[src/design/icr_pkg.sv]
//------------------------------------------------------------------------------
// Control channel remap package
//------------------------------------------------------------------------------
package icr_pkg;

	// Clock rate.
	localparam int CLK_PERIOD_NS = 40;

	// Register offsets.
	localparam logic [7:0] OFF_I2C_CONTROL  = 8'h05;
	localparam logic [7:0] OFF_REMOTE_DESER = 8'h06;
	localparam logic [7:0] OFF_TARGET_ADDR  = 8'h07;
	localparam logic [7:0] OFF_TARGET_ALIAS = 8'h08;

	// Values after reset.
	localparam logic [7:0] RST_I2C_CONTROL = 8'h00;
	localparam logic [7:0] RST_ID          = 8'h00;

	// Reserved bit masks.
	localparam logic [7:0] MASK_I2C_CONTROL = 8'h1f;
	localparam logic [7:0] MASK_TARGET      = 8'hfe;

	// Times in their own units.
	localparam int SDA_BASE_NS     = 240;
	localparam int SDA_STEP_NS     = 40;
	localparam int WD_LONG_NS      = 1_000_000_000;
	localparam int WD_SHORT_NS     = 50_000;
	localparam int RECOVER_HALF_NS = 5_000;
	localparam int RECOVER_PULSES  = 9;

	// Least time in whole cycles, never below one.
	function automatic int ceil_cycles(input int ns);
		int c;
		c = (ns + CLK_PERIOD_NS - 1) / CLK_PERIOD_NS;
		return (c < 1) ? 1 : c;
	endfunction

	// Longest time in whole cycles, never below one.
	function automatic int floor_cycles(input int ns);
		int c;
		c = ns / CLK_PERIOD_NS;
		return (c < 1) ? 1 : c;
	endfunction

	// Cycle counts.
	localparam int SDA_BASE_CYC     = ceil_cycles(SDA_BASE_NS);
	localparam int SDA_STEP_CYC     = ceil_cycles(SDA_STEP_NS);
	localparam int WD_LONG_CYC      = floor_cycles(WD_LONG_NS);
	localparam int WD_SHORT_CYC     = floor_cycles(WD_SHORT_NS);
	localparam int RECOVER_HALF_CYC = floor_cycles(RECOVER_HALF_NS);

	// Control register layout.
	typedef struct packed {
		logic [2:0] rsvd;
		logic [1:0] sda_delay;
		logic       local_wr_block;
		logic       wd_speedup;
		logic       wd_disable;
	} icr_ctrl_type;

	// Address register layout: address in 7:1, flag or reserved in 0.
	typedef struct packed {
		logic [6:0] addr;
		logic       flag;
	} icr_id_type;

	// Forwarded transaction address.
	typedef struct packed {
		logic       remote;
		logic       to_target;
		logic [6:0] addr;
	} icr_fwd_type;

	// Watchdog states.
	typedef enum logic [1:0] {
		WD_WATCH,
		WD_FREE,
		WD_RECOVER
	} icr_wd_state_type;

endpackage

[src/design/icr_top.sv]
`timescale 1ns/1ps
module icr_top #(
	parameter int NUM_PORTS       = 2,
	parameter int WD_TIMEOUT_LONG = icr_pkg::WD_LONG_CYC
) (
	// Clock and reset
	input  wire logic                       clk,
	input  wire logic                       nrst,

	// Register access port
	input  wire logic [7:0]                 reg_addr,
	input  wire logic [7:0]                 reg_wdata,
	input  wire logic                       reg_wr,
	input  wire logic                       reg_rd,
	input  wire logic                       reg_from_remote,
	input  wire logic                       second_port_select,
	output logic [7:0]                      reg_rdata,
	output logic                            reg_ack,
	output logic                            reg_reject,

	// Receiver lock and learned deserializer address per port
	input  wire logic [NUM_PORTS-1:0]       rx_lock,
	input  wire logic [NUM_PORTS-1:0][6:0]  lock_deser_addr,

	// Transaction address from the local master
	input  wire logic                       txn_valid,
	input  wire logic [6:0]                 txn_addr,
	output logic                            fwd_valid,
	output icr_pkg::icr_fwd_type            fwd,
	output logic                            fwd_port,

	// Local bus lines, open drain
	input  wire logic                       scl_in,
	input  wire logic                       sda_in,
	input  wire logic                       sda_drive_low,
	output logic                            scl_out,
	output logic                            scl_oe,
	output logic                            sda_out,
	output logic                            sda_oe,

	// Watchdog status
	output logic                            bus_free,
	output logic                            bus_recovering
);

	//--------------------------------------------------------------------------
	// Register state
	//--------------------------------------------------------------------------

	icr_pkg::icr_ctrl_type ctrl_reg;
	icr_pkg::icr_id_type   deser_reg  [NUM_PORTS];
	icr_pkg::icr_id_type   target_reg [NUM_PORTS];
	icr_pkg::icr_id_type   alias_reg  [NUM_PORTS];
	icr_pkg::icr_id_type   deser_next [NUM_PORTS];
	logic [NUM_PORTS-1:0]  lock_prev_reg;
	logic [NUM_PORTS-1:0]  lock_rise;

	logic [7:0]            reg_rdata_reg;
	logic                  reg_ack_reg;
	logic                  reg_reject_reg;

	//--------------------------------------------------------------------------
	// Register decode
	//--------------------------------------------------------------------------

	logic                  port_sel;
	logic                  hit_ctrl;
	logic                  hit_deser;
	logic                  hit_target;
	logic                  hit_alias;
	logic                  wr_blocked;
	logic                  wr_ok;
	logic [7:0]            rd_value;

	// Port view select for the per-port address registers.
	assign port_sel   = second_port_select && (NUM_PORTS > 1);

	// Offset decode.
	assign hit_ctrl   = (reg_addr == icr_pkg::OFF_I2C_CONTROL);
	assign hit_deser  = (reg_addr == icr_pkg::OFF_REMOTE_DESER);
	assign hit_target = (reg_addr == icr_pkg::OFF_TARGET_ADDR);
	assign hit_alias  = (reg_addr == icr_pkg::OFF_TARGET_ALIAS);

	// Writes arriving over the control channel are refused while blocked.
	// Only this register port is gated; forwarding of remote traffic to targets
	// on the local bus does not pass through here and is never held back.
	assign wr_blocked = reg_wr && reg_from_remote && ctrl_reg.local_wr_block;
	assign wr_ok      = reg_wr && !wr_blocked;

	// Read mux; reserved bits and unmapped offsets read as zero.
	assign rd_value =
		hit_ctrl   ? (ctrl_reg & icr_pkg::MASK_I2C_CONTROL) :
		hit_deser  ? deser_reg[port_sel] :
		hit_target ? (target_reg[port_sel] & icr_pkg::MASK_TARGET) :
		hit_alias  ? (alias_reg[port_sel] & icr_pkg::MASK_TARGET) :
		8'h00;

	//--------------------------------------------------------------------------
	// Deserializer address loading
	//--------------------------------------------------------------------------

	// A rising lock edge marks a fresh link on that port.
	assign lock_rise = rx_lock & ~lock_prev_reg;

	// Software write first, then the learned address unless the hold bit is
	// set, including a hold bit written in this same cycle.
	always_comb begin
		for (int p = 0; p < NUM_PORTS; p++) begin
			deser_next[p] = deser_reg[p];
			if (wr_ok && hit_deser && (port_sel == p[0])) begin
				deser_next[p] = reg_wdata;
			end
			if (lock_rise[p] && !deser_next[p].flag) begin
				deser_next[p].addr = lock_deser_addr[p];
			end
		end
	end

	// Control register; reserved bits are never stored.
	always_ff @(posedge clk or negedge nrst) begin
		if (!nrst) begin
			ctrl_reg <= icr_pkg::RST_I2C_CONTROL;
		end else if (wr_ok && hit_ctrl) begin
			ctrl_reg <= reg_wdata & icr_pkg::MASK_I2C_CONTROL;
		end
	end

	// Per-port address registers.
	always_ff @(posedge clk or negedge nrst) begin
		if (!nrst) begin
			for (int p = 0; p < NUM_PORTS; p++) begin
				deser_reg[p]  <= icr_pkg::RST_ID;
				target_reg[p] <= icr_pkg::RST_ID;
				alias_reg[p]  <= icr_pkg::RST_ID;
			end
			lock_prev_reg <= '0;
		end else begin
			lock_prev_reg <= rx_lock;
			for (int p = 0; p < NUM_PORTS; p++) begin
				deser_reg[p] <= deser_next[p];
				if (wr_ok && hit_target && (port_sel == p[0])) begin
					target_reg[p] <= reg_wdata & icr_pkg::MASK_TARGET;
				end
				if (wr_ok && hit_alias && (port_sel == p[0])) begin
					alias_reg[p] <= reg_wdata & icr_pkg::MASK_TARGET;
				end
			end
		end
	end

	// Registered read data and one-cycle answer strobes.
	always_ff @(posedge clk or negedge nrst) begin
		if (!nrst) begin
			reg_rdata_reg  <= 8'h00;
			reg_ack_reg    <= 1'b0;
			reg_reject_reg <= 1'b0;
		end else begin
			reg_rdata_reg  <= reg_rd ? rd_value : reg_rdata_reg;
			reg_ack_reg    <= reg_rd || wr_ok;
			reg_reject_reg <= wr_blocked;
		end
	end

	assign reg_rdata  = reg_rdata_reg;
	assign reg_ack    = reg_ack_reg;
	assign reg_reject = reg_reject_reg;

	//--------------------------------------------------------------------------
	// Alias remapping
	//--------------------------------------------------------------------------

	logic [NUM_PORTS-1:0]      port_hit;
	logic [NUM_PORTS-1:0]      port_to_target;
	logic [NUM_PORTS-1:0][6:0] port_addr;
	logic                      any_hit;
	logic                      win_port;
	icr_pkg::icr_fwd_type      fwd_reg;
	logic                      fwd_valid_reg;
	logic                      fwd_port_reg;

	// One matcher per port; each compares against its own fields.
	for (genvar g = 0; g < NUM_PORTS; g++) begin : g_remap
		icr_remap u_remap (
			.txn_addr  (txn_addr),
			.deser     (deser_reg[g]),
			.target    (target_reg[g]),
			.alias_id  (alias_reg[g]),
			.hit       (port_hit[g]),
			.to_target (port_to_target[g]),
			.fwd_addr  (port_addr[g])
		);
	end

	// The first port wins when both match the same address.
	assign any_hit  = |port_hit;
	assign win_port = !port_hit[0] && (NUM_PORTS > 1);

	// Forwarded address with the target substituted for an alias match.
	always_ff @(posedge clk or negedge nrst) begin
		if (!nrst) begin
			fwd_reg       <= '0;
			fwd_valid_reg <= 1'b0;
			fwd_port_reg  <= 1'b0;
		end else begin
			fwd_valid_reg <= txn_valid;
			if (txn_valid) begin
				fwd_reg.remote    <= any_hit;
				fwd_reg.to_target <= any_hit && port_to_target[win_port];
				fwd_reg.addr      <= any_hit ? port_addr[win_port] : txn_addr;
				fwd_port_reg      <= win_port;
			end
		end
	end

	assign fwd       = fwd_reg;
	assign fwd_valid = fwd_valid_reg;
	assign fwd_port  = fwd_port_reg;

	//--------------------------------------------------------------------------
	// SDA output delay
	//--------------------------------------------------------------------------

	logic       scl_prev_reg;
	logic       scl_fall;
	logic [3:0] dly_cycles;
	logic [3:0] dly_cnt_reg;
	logic       sda_oe_reg;

	// Delay is a base time plus one step per field count.
	assign scl_fall   = scl_prev_reg && !scl_in;
	assign dly_cycles = 4'(icr_pkg::SDA_BASE_CYC)
		+ 4'(ctrl_reg.sda_delay) * 4'(icr_pkg::SDA_STEP_CYC);

	// SDA drive changes only after the delay from a falling SCL edge, so the
	// data never moves while SCL is near its high level.
	always_ff @(posedge clk or negedge nrst) begin
		if (!nrst) begin
			scl_prev_reg <= 1'b1;
			dly_cnt_reg  <= 4'h0;
			sda_oe_reg   <= 1'b0;
		end else begin
			scl_prev_reg <= scl_in;
			if (scl_fall) begin
				dly_cnt_reg <= dly_cycles;
			end else if (dly_cnt_reg == 4'h1) begin
				dly_cnt_reg <= 4'h0;
				sda_oe_reg  <= sda_drive_low;
			end else if (dly_cnt_reg != 4'h0) begin
				dly_cnt_reg <= dly_cnt_reg - 4'h1;
			end
		end
	end

	//--------------------------------------------------------------------------
	// Bus watchdog
	//--------------------------------------------------------------------------

	logic wd_scl_oe;
	logic scl_out_reg;
	logic sda_out_reg;

	// Idle timer with free detection and clock-out recovery.
	icr_watchdog #(
		.TIMEOUT_LONG  (WD_TIMEOUT_LONG),
		.TIMEOUT_SHORT (icr_pkg::WD_SHORT_CYC),
		.HALF_CYC      (icr_pkg::RECOVER_HALF_CYC)
	) u_watchdog (
		.clk        (clk),
		.nrst       (nrst),
		.wd_disable (ctrl_reg.wd_disable),
		.wd_speedup (ctrl_reg.wd_speedup),
		.scl_in     (scl_in),
		.sda_in     (sda_in),
		.bus_free   (bus_free),
		.recovering (bus_recovering),
		.scl_oe     (wd_scl_oe)
	);

	// Open-drain lines only ever pull low.
	always_ff @(posedge clk or negedge nrst) begin
		if (!nrst) begin
			scl_out_reg <= 1'b0;
			sda_out_reg <= 1'b0;
		end else begin
			scl_out_reg <= 1'b0;
			sda_out_reg <= 1'b0;
		end
	end

	assign scl_out = scl_out_reg;
	assign sda_out = sda_out_reg;
	assign scl_oe  = wd_scl_oe;
	assign sda_oe  = sda_oe_reg;

endmodule

[src/design/icr_remap.sv]
`timescale 1ns/1ps
module icr_remap (
	// Transaction address from the local master
	input  wire logic [6:0]         txn_addr,
	// Address fields of one port
	input  wire icr_pkg::icr_id_type deser,
	input  wire icr_pkg::icr_id_type target,
	input  wire icr_pkg::icr_id_type alias_id,
	// Match result
	output logic                     hit,
	output logic                     to_target,
	output logic [6:0]               fwd_addr
);

	// A zero address field means the entry is switched off.
	function automatic logic addr_enabled(input logic [6:0] a);
		return a != 7'h00;
	endfunction

	logic deser_hit;
	logic alias_hit;

	// Deserializer match wins over an alias match.
	assign deser_hit = addr_enabled(deser.addr) && (txn_addr == deser.addr);
	assign alias_hit = addr_enabled(target.addr) && addr_enabled(alias_id.addr)
		&& (txn_addr == alias_id.addr);
	assign hit       = deser_hit | alias_hit;
	assign to_target = alias_hit & ~deser_hit;
	assign fwd_addr  = to_target ? target.addr : txn_addr;

endmodule

[src/design/icr_watchdog.sv]
`timescale 1ns/1ps
module icr_watchdog #(
	parameter int TIMEOUT_LONG  = icr_pkg::WD_LONG_CYC,
	parameter int TIMEOUT_SHORT = icr_pkg::WD_SHORT_CYC,
	parameter int HALF_CYC      = icr_pkg::RECOVER_HALF_CYC
) (
	// Clock and reset
	input  wire logic clk,
	input  wire logic nrst,
	// Configuration
	input  wire logic wd_disable,
	input  wire logic wd_speedup,
	// Bus lines
	input  wire logic scl_in,
	input  wire logic sda_in,
	// Status and recovery drive
	output logic      bus_free,
	output logic      recovering,
	output logic      scl_oe
);

	localparam int CW = $clog2(TIMEOUT_LONG + TIMEOUT_SHORT + 1);
	localparam int HW = $clog2(HALF_CYC + 1);

	icr_pkg::icr_wd_state_type state_reg;
	logic [CW-1:0]             cnt_reg;
	logic [HW-1:0]             half_reg;
	logic [3:0]                pulse_reg;
	logic                      scl_prev_reg;
	logic                      sda_prev_reg;
	logic                      scl_oe_reg;
	logic [CW-1:0]             limit;
	logic                      activity;
	logic                      expired;
	logic                      half_end;

	// Interval select and activity detection.
	assign limit    = wd_speedup ? CW'(TIMEOUT_SHORT) : CW'(TIMEOUT_LONG);
	assign activity = (scl_in != scl_prev_reg) || (sda_in != sda_prev_reg);
	assign expired  = (cnt_reg >= limit - CW'(1));
	assign half_end = (half_reg == HW'(HALF_CYC - 1));

	// Idle timer, free detection and nine-pulse recovery.
	always_ff @(posedge clk or negedge nrst) begin
		if (!nrst) begin
			state_reg    <= icr_pkg::WD_WATCH;
			cnt_reg      <= '0;
			half_reg     <= '0;
			pulse_reg    <= 4'h0;
			scl_prev_reg <= 1'b1;
			sda_prev_reg <= 1'b1;
			scl_oe_reg   <= 1'b0;
		end else begin
			scl_prev_reg <= scl_in;
			sda_prev_reg <= sda_in;
			case (state_reg)
				icr_pkg::WD_WATCH: begin
					if (wd_disable || activity) begin
						cnt_reg <= '0;
					end else if (expired) begin
						cnt_reg   <= '0;
						half_reg  <= '0;
						pulse_reg <= 4'h0;
						if (sda_in) begin
							state_reg <= icr_pkg::WD_FREE;
						end else begin
							state_reg  <= icr_pkg::WD_RECOVER;
							scl_oe_reg <= 1'b1;
						end
					end else begin
						cnt_reg <= cnt_reg + CW'(1);
					end
				end
				icr_pkg::WD_FREE: begin
					if (wd_disable || activity) begin
						state_reg <= icr_pkg::WD_WATCH;
					end
				end
				icr_pkg::WD_RECOVER: begin
					half_reg <= half_end ? '0 : half_reg + HW'(1);
					if (half_end && scl_oe_reg) begin
						scl_oe_reg <= 1'b0;
						pulse_reg  <= pulse_reg + 4'h1;
					end else if (half_end) begin
						if (pulse_reg == 4'(icr_pkg::RECOVER_PULSES)) begin
							state_reg <= icr_pkg::WD_WATCH;
						end else begin
							scl_oe_reg <= 1'b1;
						end
					end
				end
				default: begin
					state_reg  <= icr_pkg::WD_WATCH;
					scl_oe_reg <= 1'b0;
				end
			endcase
		end
	end

	assign bus_free   = (state_reg == icr_pkg::WD_FREE);
	assign recovering = (state_reg == icr_pkg::WD_RECOVER);
	assign scl_oe     = scl_oe_reg;

endmodule

[config.mk]
export PLATFORM = sky130hd
export DESIGN_NAME = icr_top
export DESIGN_NICKNAME = d
export VERILOG_FILES = /design/src/design/icr_pkg.sv /design/src/design/icr_top.sv /design/src/design/icr_remap.sv /design/src/design/icr_watchdog.sv
export SDC_FILE = /design/constraint.sdc
export NUM_CORES = 1
export LEC_CHECK = 0
export ABC_CLOCK_PERIOD_IN_PS = 3900
export BUFFER_PORTS_ARGS = -buffer_cell sky130_fd_sc_hd__buf_4
export CORE_ASPECT_RATIO = 0.5
export CORE_MARGIN = 2
export CORE_UTILIZATION = 59
export CTS_CLUSTER_DIAMETER = 100
export CTS_CLUSTER_SIZE = 10
export DETAILED_ROUTE_END_ITERATION = 16
export GPL_TIMING_DRIVEN = 0
export PLACE_DENSITY = 0.78
export SETUP_SLACK_MARGIN = 0.02
export SYNTH_ARGS = -nofsm -noshare
export SYNTH_HDL_FRONTEND = slang
export SYNTH_SLANG_ARGS = --single-unit
[constraint.sdc]
create_clock -name clk -period 3.9 [get_ports clk]
set_clock_uncertainty 0.05 [all_clocks]
set_input_delay 0.585 -clock clk [delete_from_list [all_inputs] [get_ports clk]]
set_output_delay 0.585 -clock clk [all_outputs]
set_load 0.01 [all_outputs]
Yosys cells after proc, flatten, opt, wreduce, memory -nomap -nowiden
Cells that the tools add are included.
- flip-flop bits (word level): 118
- word-level logic and storage cells: 179
- output and inout port bits: 27
- input port bits: 49
- $add $sub $neg: 6
- $lt $le $gt $ge: 3
- bitwise logic cells: 12
- equal/unequal tests: 25
- mux-type cells: 53
- reductions and logical operators: 50
- operator list (operator ; count):
    8-bit 2-to-1 mux ; 15
    25-bit 2-to-1 mux ; 3
    7-bit 2-to-1 mux ; 10
    7-bit nonzero test ; 6
    7-bit equality test ; 4
    25-bit by 1-bit adder with 25-bit output (second input constant) ; 1
    25-bit greater-or-equal comparator ; 1
    25-bit by 1-bit subtractor with 25-bit output (second input constant) ; 1
    8-bit by 3-bit equality test with 1-bit output (second input constant) ; 3
    1-bit logical AND ; 24
    4-bit 2-to-1 mux ; 6
    2-bit 2-to-1 mux ; 7
    7-bit one-hot mux with 2 select lines ; 1
    6-bit AND reduction ; 2
    2-bit by 1-bit != test with 1-bit output (second input constant) ; 5
    8-bit by 4-bit equality test with 1-bit output (second input constant) ; 1
    1-bit 2-to-1 mux ; 8
    4-bit one-hot mux with 2 select lines ; 1
    7-bit by 1-bit adder with 7-bit output (second input constant) ; 1
    7-bit equality test (second input constant) ; 1
    2-bit != test (second input constant) ; 3
    2-bit one-hot mux with 3 select lines ; 1
    2-bit nonzero test ; 3
    1-bit logical NOT ; 5
    other kinds (27) ; 36

Longest topological paths before layout
- depth after elaboration: 10
- gate-level depth with buffers: 9
- depth with buffers taken out: 8

Modules after synthesis
A second synthesis with hierarchy kept.
- cell total of the unflattened synthesis: 692
- area total of the unflattened synthesis: 7302.0 µm²
- by module, submodules not included (module ; instances ; seq. area each (µm²) ; area an instance (µm²) ; cells each):
    icr_top ; 1 ; 1953.1 ; 3926.3 ; 321
    icr_watchdog ; 1 ; 1028.5 ; 2682.6 ; 301
    icr_remap ; 2 ; 0.0 ; 346.6 ; 35

Worst setup path before layout
No wires, ideal clock.
- path type: input -> register
- start point: input reg_addr[5]
- end point: register deser_reg[1] (netlist name)
- data required time: 3725 ps
- arrival: 2754 ps
- setup slack: 971 ps
- buffers on the path: 1
- library setup time: 125 ps
- stages: 7
- cell sequence: nor4_4 -> nand3_2 -> nor2_1 -> mux2_2 -> or3b_2 -> clkbuf_1 -> mux2_2
- RTL lines (element ; RTL line ; source):
    start, declared ; icr_top.sv:11 ; input wire logic [7:0] reg_addr,
    end signal, assigned by index ; icr_top.sv:132 ; deser_reg[p] <= icr_pkg::RST_ID;
    end signal, assigned by index ; icr_top.sv:140 ; deser_reg[p] <= deser_next[p];
    end, declared ; icr_top.sv:51 ; icr_pkg::icr_id_type deser_reg [NUM_PORTS];

Worst setup path in the final report
- start point: register ctrl_reg[1] (netlist name)
- end point: register u_watchdog.half_reg[6]
- longest elaborated chain between the ends: 5
- RTL lines (element ; RTL line ; source):
    start, declared ; icr_top.sv:50 ; icr_pkg::icr_ctrl_type ctrl_reg;
    start signal, assigned ; icr_top.sv:122 ; ctrl_reg <= icr_pkg::RST_I2C_CONTROL;
    start signal, assigned ; icr_top.sv:124 ; ctrl_reg <= reg_wdata & icr_pkg::MASK_I2C_CONTROL;
    25-bit 2-to-1 mux ; icr_watchdog.sv:38 ; assign limit = wd_speedup ? CW'(TIMEOUT_SHORT) : CW'(TIMEOUT_LONG);
    25-bit by 1-bit subtractor with 25-bit output ; icr_watchdog.sv:40 ; assign expired = (cnt_reg >= limit - CW'(1));
    25-bit greater-or-equal comparator ; icr_watchdog.sv:40 ;
    2-bit by 1-bit != test with 1-bit output (no line) ; n/a ;
    3-bit AND reduction (no line) ; n/a ;
    end signal, assigned ; icr_watchdog.sv:80 ; half_reg <= half_end ? '0 : half_reg + HW'(1);
    end, declared ; icr_watchdog.sv:27 ; logic [HW-1:0] half_reg;
No other way between the ends.
A chain may end at the register's enable or synchronous reset.

==> flow_metrics.env <==
export IMPL_io_buffers=64
export IMPL_clockBufferDepth=2
export IMPL_reg2reg_to="u_watchdog.half_reg[6]"
export IMPL_final_setup_viol_count=0
export IMPL_total_power_mw=4.07
export IMPL_die_area_mm2=0.0128
export IMPL_required_ns=4.15
export IMPL_worst_slew_pin_slew_ns=1.11
export IMPL_cts_tree="built"
export IMPL_crit_fanout=18
export IMPL_cp_num_cells=7
export IMPL_peakVddDrop_uv=347
export IMPL_synth_edf_count=0
export IMPL_r2r_setup_slack_ns=0.37
export IMPL_period_share_pct=90.5
export IMPL_hold_viol=0
export IMPL_p_leak_nw=3.72
export IMPL_synth_top_area_cell="dfrtp_1"
export IMPL_cap_violations=0
export IMPL_final_core_util_pct=71.0
export IMPL_critPathTopFamily="simple AND/OR/NAND/NOR gates"
export IMPL_cpPeakStageDelay_ns=0.65
export IMPL_die_x_um=158
export IMPL_clock_fmax_mhz=283
export IMPL_ctsResizeCount=0
export IMPL_crit_slowest_cell="dfrtp_1"
export IMPL_clockRootBuffer="clkbuf_16"
export IMPL_clkSinkCount=118
export IMPL_ios=76
export IMPL_crit_path_end_kind="flop"
export IMPL_drc=0
export IMPL_synth_simple_area_share_pct=16.0
export IMPL_synth_top_flop_cell="dfrtp_1"
export IMPL_yosys_warnings=0
export IMPL_place_inst=937
export IMPL_layout_commonest_cell="dfrtp_1"
export IMPL_rsz0062_at_grt="false"
export IMPL_gr_total_overflow=0
export IMPL_postSynthCellCount=706
export IMPL_setup_tns_ns=0
export IMPL_multi_input_area_mm2=0.00376
export IMPL_dr_pass1_iters=5
export IMPL_critPathCapture="u_watchdog.half_reg[6]"
export IMPL_largest_reg_flops=25
export IMPL_reg2regPathDepth=7
export IMPL_status="finished clean"
export IMPL_num_fill_cells=880
export IMPL_rows=28
export IMPL_synthXorXnorAreaFrac_pct=3.89
export IMPL_grt_pass1_wl_um=28600
export IMPL_drive_above_1_share_pct=21.5
export IMPL_post_drt_via_cell_ratio=6.08
export IMPL_period_minus_slack_ns=3.53
export IMPL_antenna_cells=0
export IMPL_register_area_mm2=0.00296
export IMPL_synthToLayoutAreaGrowth_pct=18.5
export IMPL_initial_core_util_pct=59.9
export IMPL_synth_top_family_by_area="simple AND/OR/NAND/NOR gates"
export IMPL_final_cell_count_no_fill=969
export IMPL_dpl_hpwl_um=12200
export IMPL_gp_congestion=0.862
export IMPL_seq_area_frac_synth_pct=42.3
export IMPL_synth_async_sr_flop_share_pct=100
export IMPL_cp_startpoint="ctrl_reg[1]"
export IMPL_die_y_um=80.9
export IMPL_ant_nets=0
export IMPL_synth_area_leaders="dfrtp_1 42%, mux2_2 10%, ha_1 4.7%"
export IMPL_track_usage_pct=28.9
export IMPL_timing_rr_start="ctrl_reg[1]"
export IMPL_synthDistinctLibCells=64
export IMPL_worst_setup_path_type="flop to flop"
export IMPL_synthMuxAreaShare_pct=14.5
export IMPL_power_density_mw_per_mm2=492
export IMPL_clk_pin_slew_worst_paths_ns=0.06
export IMPL_syn_area_per_cell_um2=9.89
export IMPL_synthAdderAreaFrac_pct=4.66
export IMPL_vias=5896
export IMPL_final_cell_mix="116 x dfrtp_1, 65 x buf_4, 62 x nand2_1, 62 x mux2_2, 44 x nor2_1"
export IMPL_drtIter0Drc=391
export IMPL_grt_pass1_vias=5815
export IMPL_post_drt_wl_per_cell_um=17.9
export IMPL_syn_area_mm2=0.00698
export IMPL_slew_headroom_pct=25.4
export IMPL_grt_max_degree=99
export IMPL_nets=867
export IMPL_yosysTopAreaCellShare_pct=41.6
export IMPL_coreArea_mm2=0.0117
export IMPL_crit_buf_inv=0
export IMPL_cts_made_buffers=17
export IMPL_crit_arrival_ns=3.78
export IMPL_synth_compound_area_share_pct=14.7
export IMPL_h_tree_depth=4
export IMPL_drt_wl_total_um=17400
export IMPL_path_cells="ha_1 > nand4b_1 > or3_1 > or4_1 > o22ai_1 > o31ai_1 > a211o_1"
export IMPL_hp_class="input port to flop"
export IMPL_clk_latency_ns=0.42
export IMPL_synth_seq_cells=118
export IMPL_drv_slew=0
export IMPL_antenna_found_initial=0
export IMPL_startpoint_type="flop"
-- cell usage after synthesis, drive strengths merged (3+ instances only) --
library cell,count
dfrtp,116
mux2,70
nand2,62
nor2,44
inv,35
clkbuf,28
o22ai,28
ha,26
nand4,24
nor3,23
a21oi,22
mux2i,22
o21ai,20
xnor2,19
nand3,17
a211o,12
a31oi,12
xor2,12
a21o,11
nor4,9
o311ai,9
o21a,8
buf,7
a221oi,6
or3,5
and2,4
and3,4
nand2b,4
nand4b,3
nor2b,3
o2bb2ai,3
or2,3
or4,3
-- layout make-up --
| cell class | count | area share (%) |
|---|---|---|
| clock buffer | 17 | 5.14 |
| buffer | 35 | 1.71 |
| clock inverter | 14 | 1.66 |
| multi-input combinational | 519 | 45.4 |
| inverter | 35 | 1.59 |
| tap | 165 | 2.49 |
| sequential | 118 | 35.7 |
| timing repair buffer | 66 | 6.30 |
-- routing by layer --
layer	global-route usage, %	vias up	share of wire (%)
met2	49.4	192	48
met3	5.34	42	5.3
met1	36.6	2870	44
met4	12.5	0	2.4
met5	0	-	0
li1	-	2792	-
-- repair_timing --
item                      4_1_cts  5_1_grt
hold buffers                    1        0
hold endpoints to repair       20        0
buffers inserted                0        0
-- report_power, final --
part           switching (mW)  total (mW)  internal, mW
Sequential              0.230        1.64          1.41
Clock                   0.584        1.51         0.928
Combinational           0.496       0.918         0.422
-- stage by stage --
step	hold WS [ns]	area, um2	setup WS, ns
after floorplan	0.239	6990	0.971
final	0.225	8280	0.372
after detailed placement	0.396	7710	0.340
after CTS	0.224	8280	0.392
after global routing	0.219	8280	0.0804
after global placement	0.440	7670	0.423
-- cells by family after synthesis --
family | Yosys count
buf+inv | 70
simple gates | 219
fa+ha+maj | 26
mux | 92
flops | 118
xor+xnor | 31
other cells | 1
compound gates | 149
-- worst min path at each step --
stage                             to  startpoint  slack, ns  cells past startpoint
detailed placement     target_reg[9]        nrst       0.40                      1
floorplan              alias_reg[10]        nrst       0.24                      0
global route        lock_prev_reg[0]  rx_lock[0]       0.22                      1
CTS                 lock_prev_reg[0]  rx_lock[0]       0.22                      1
finish                     fwd_valid   txn_valid       0.23                      1
global placement              sda_oe      sda_oe       0.44                      1
Power figures use the tool's default switching activity.
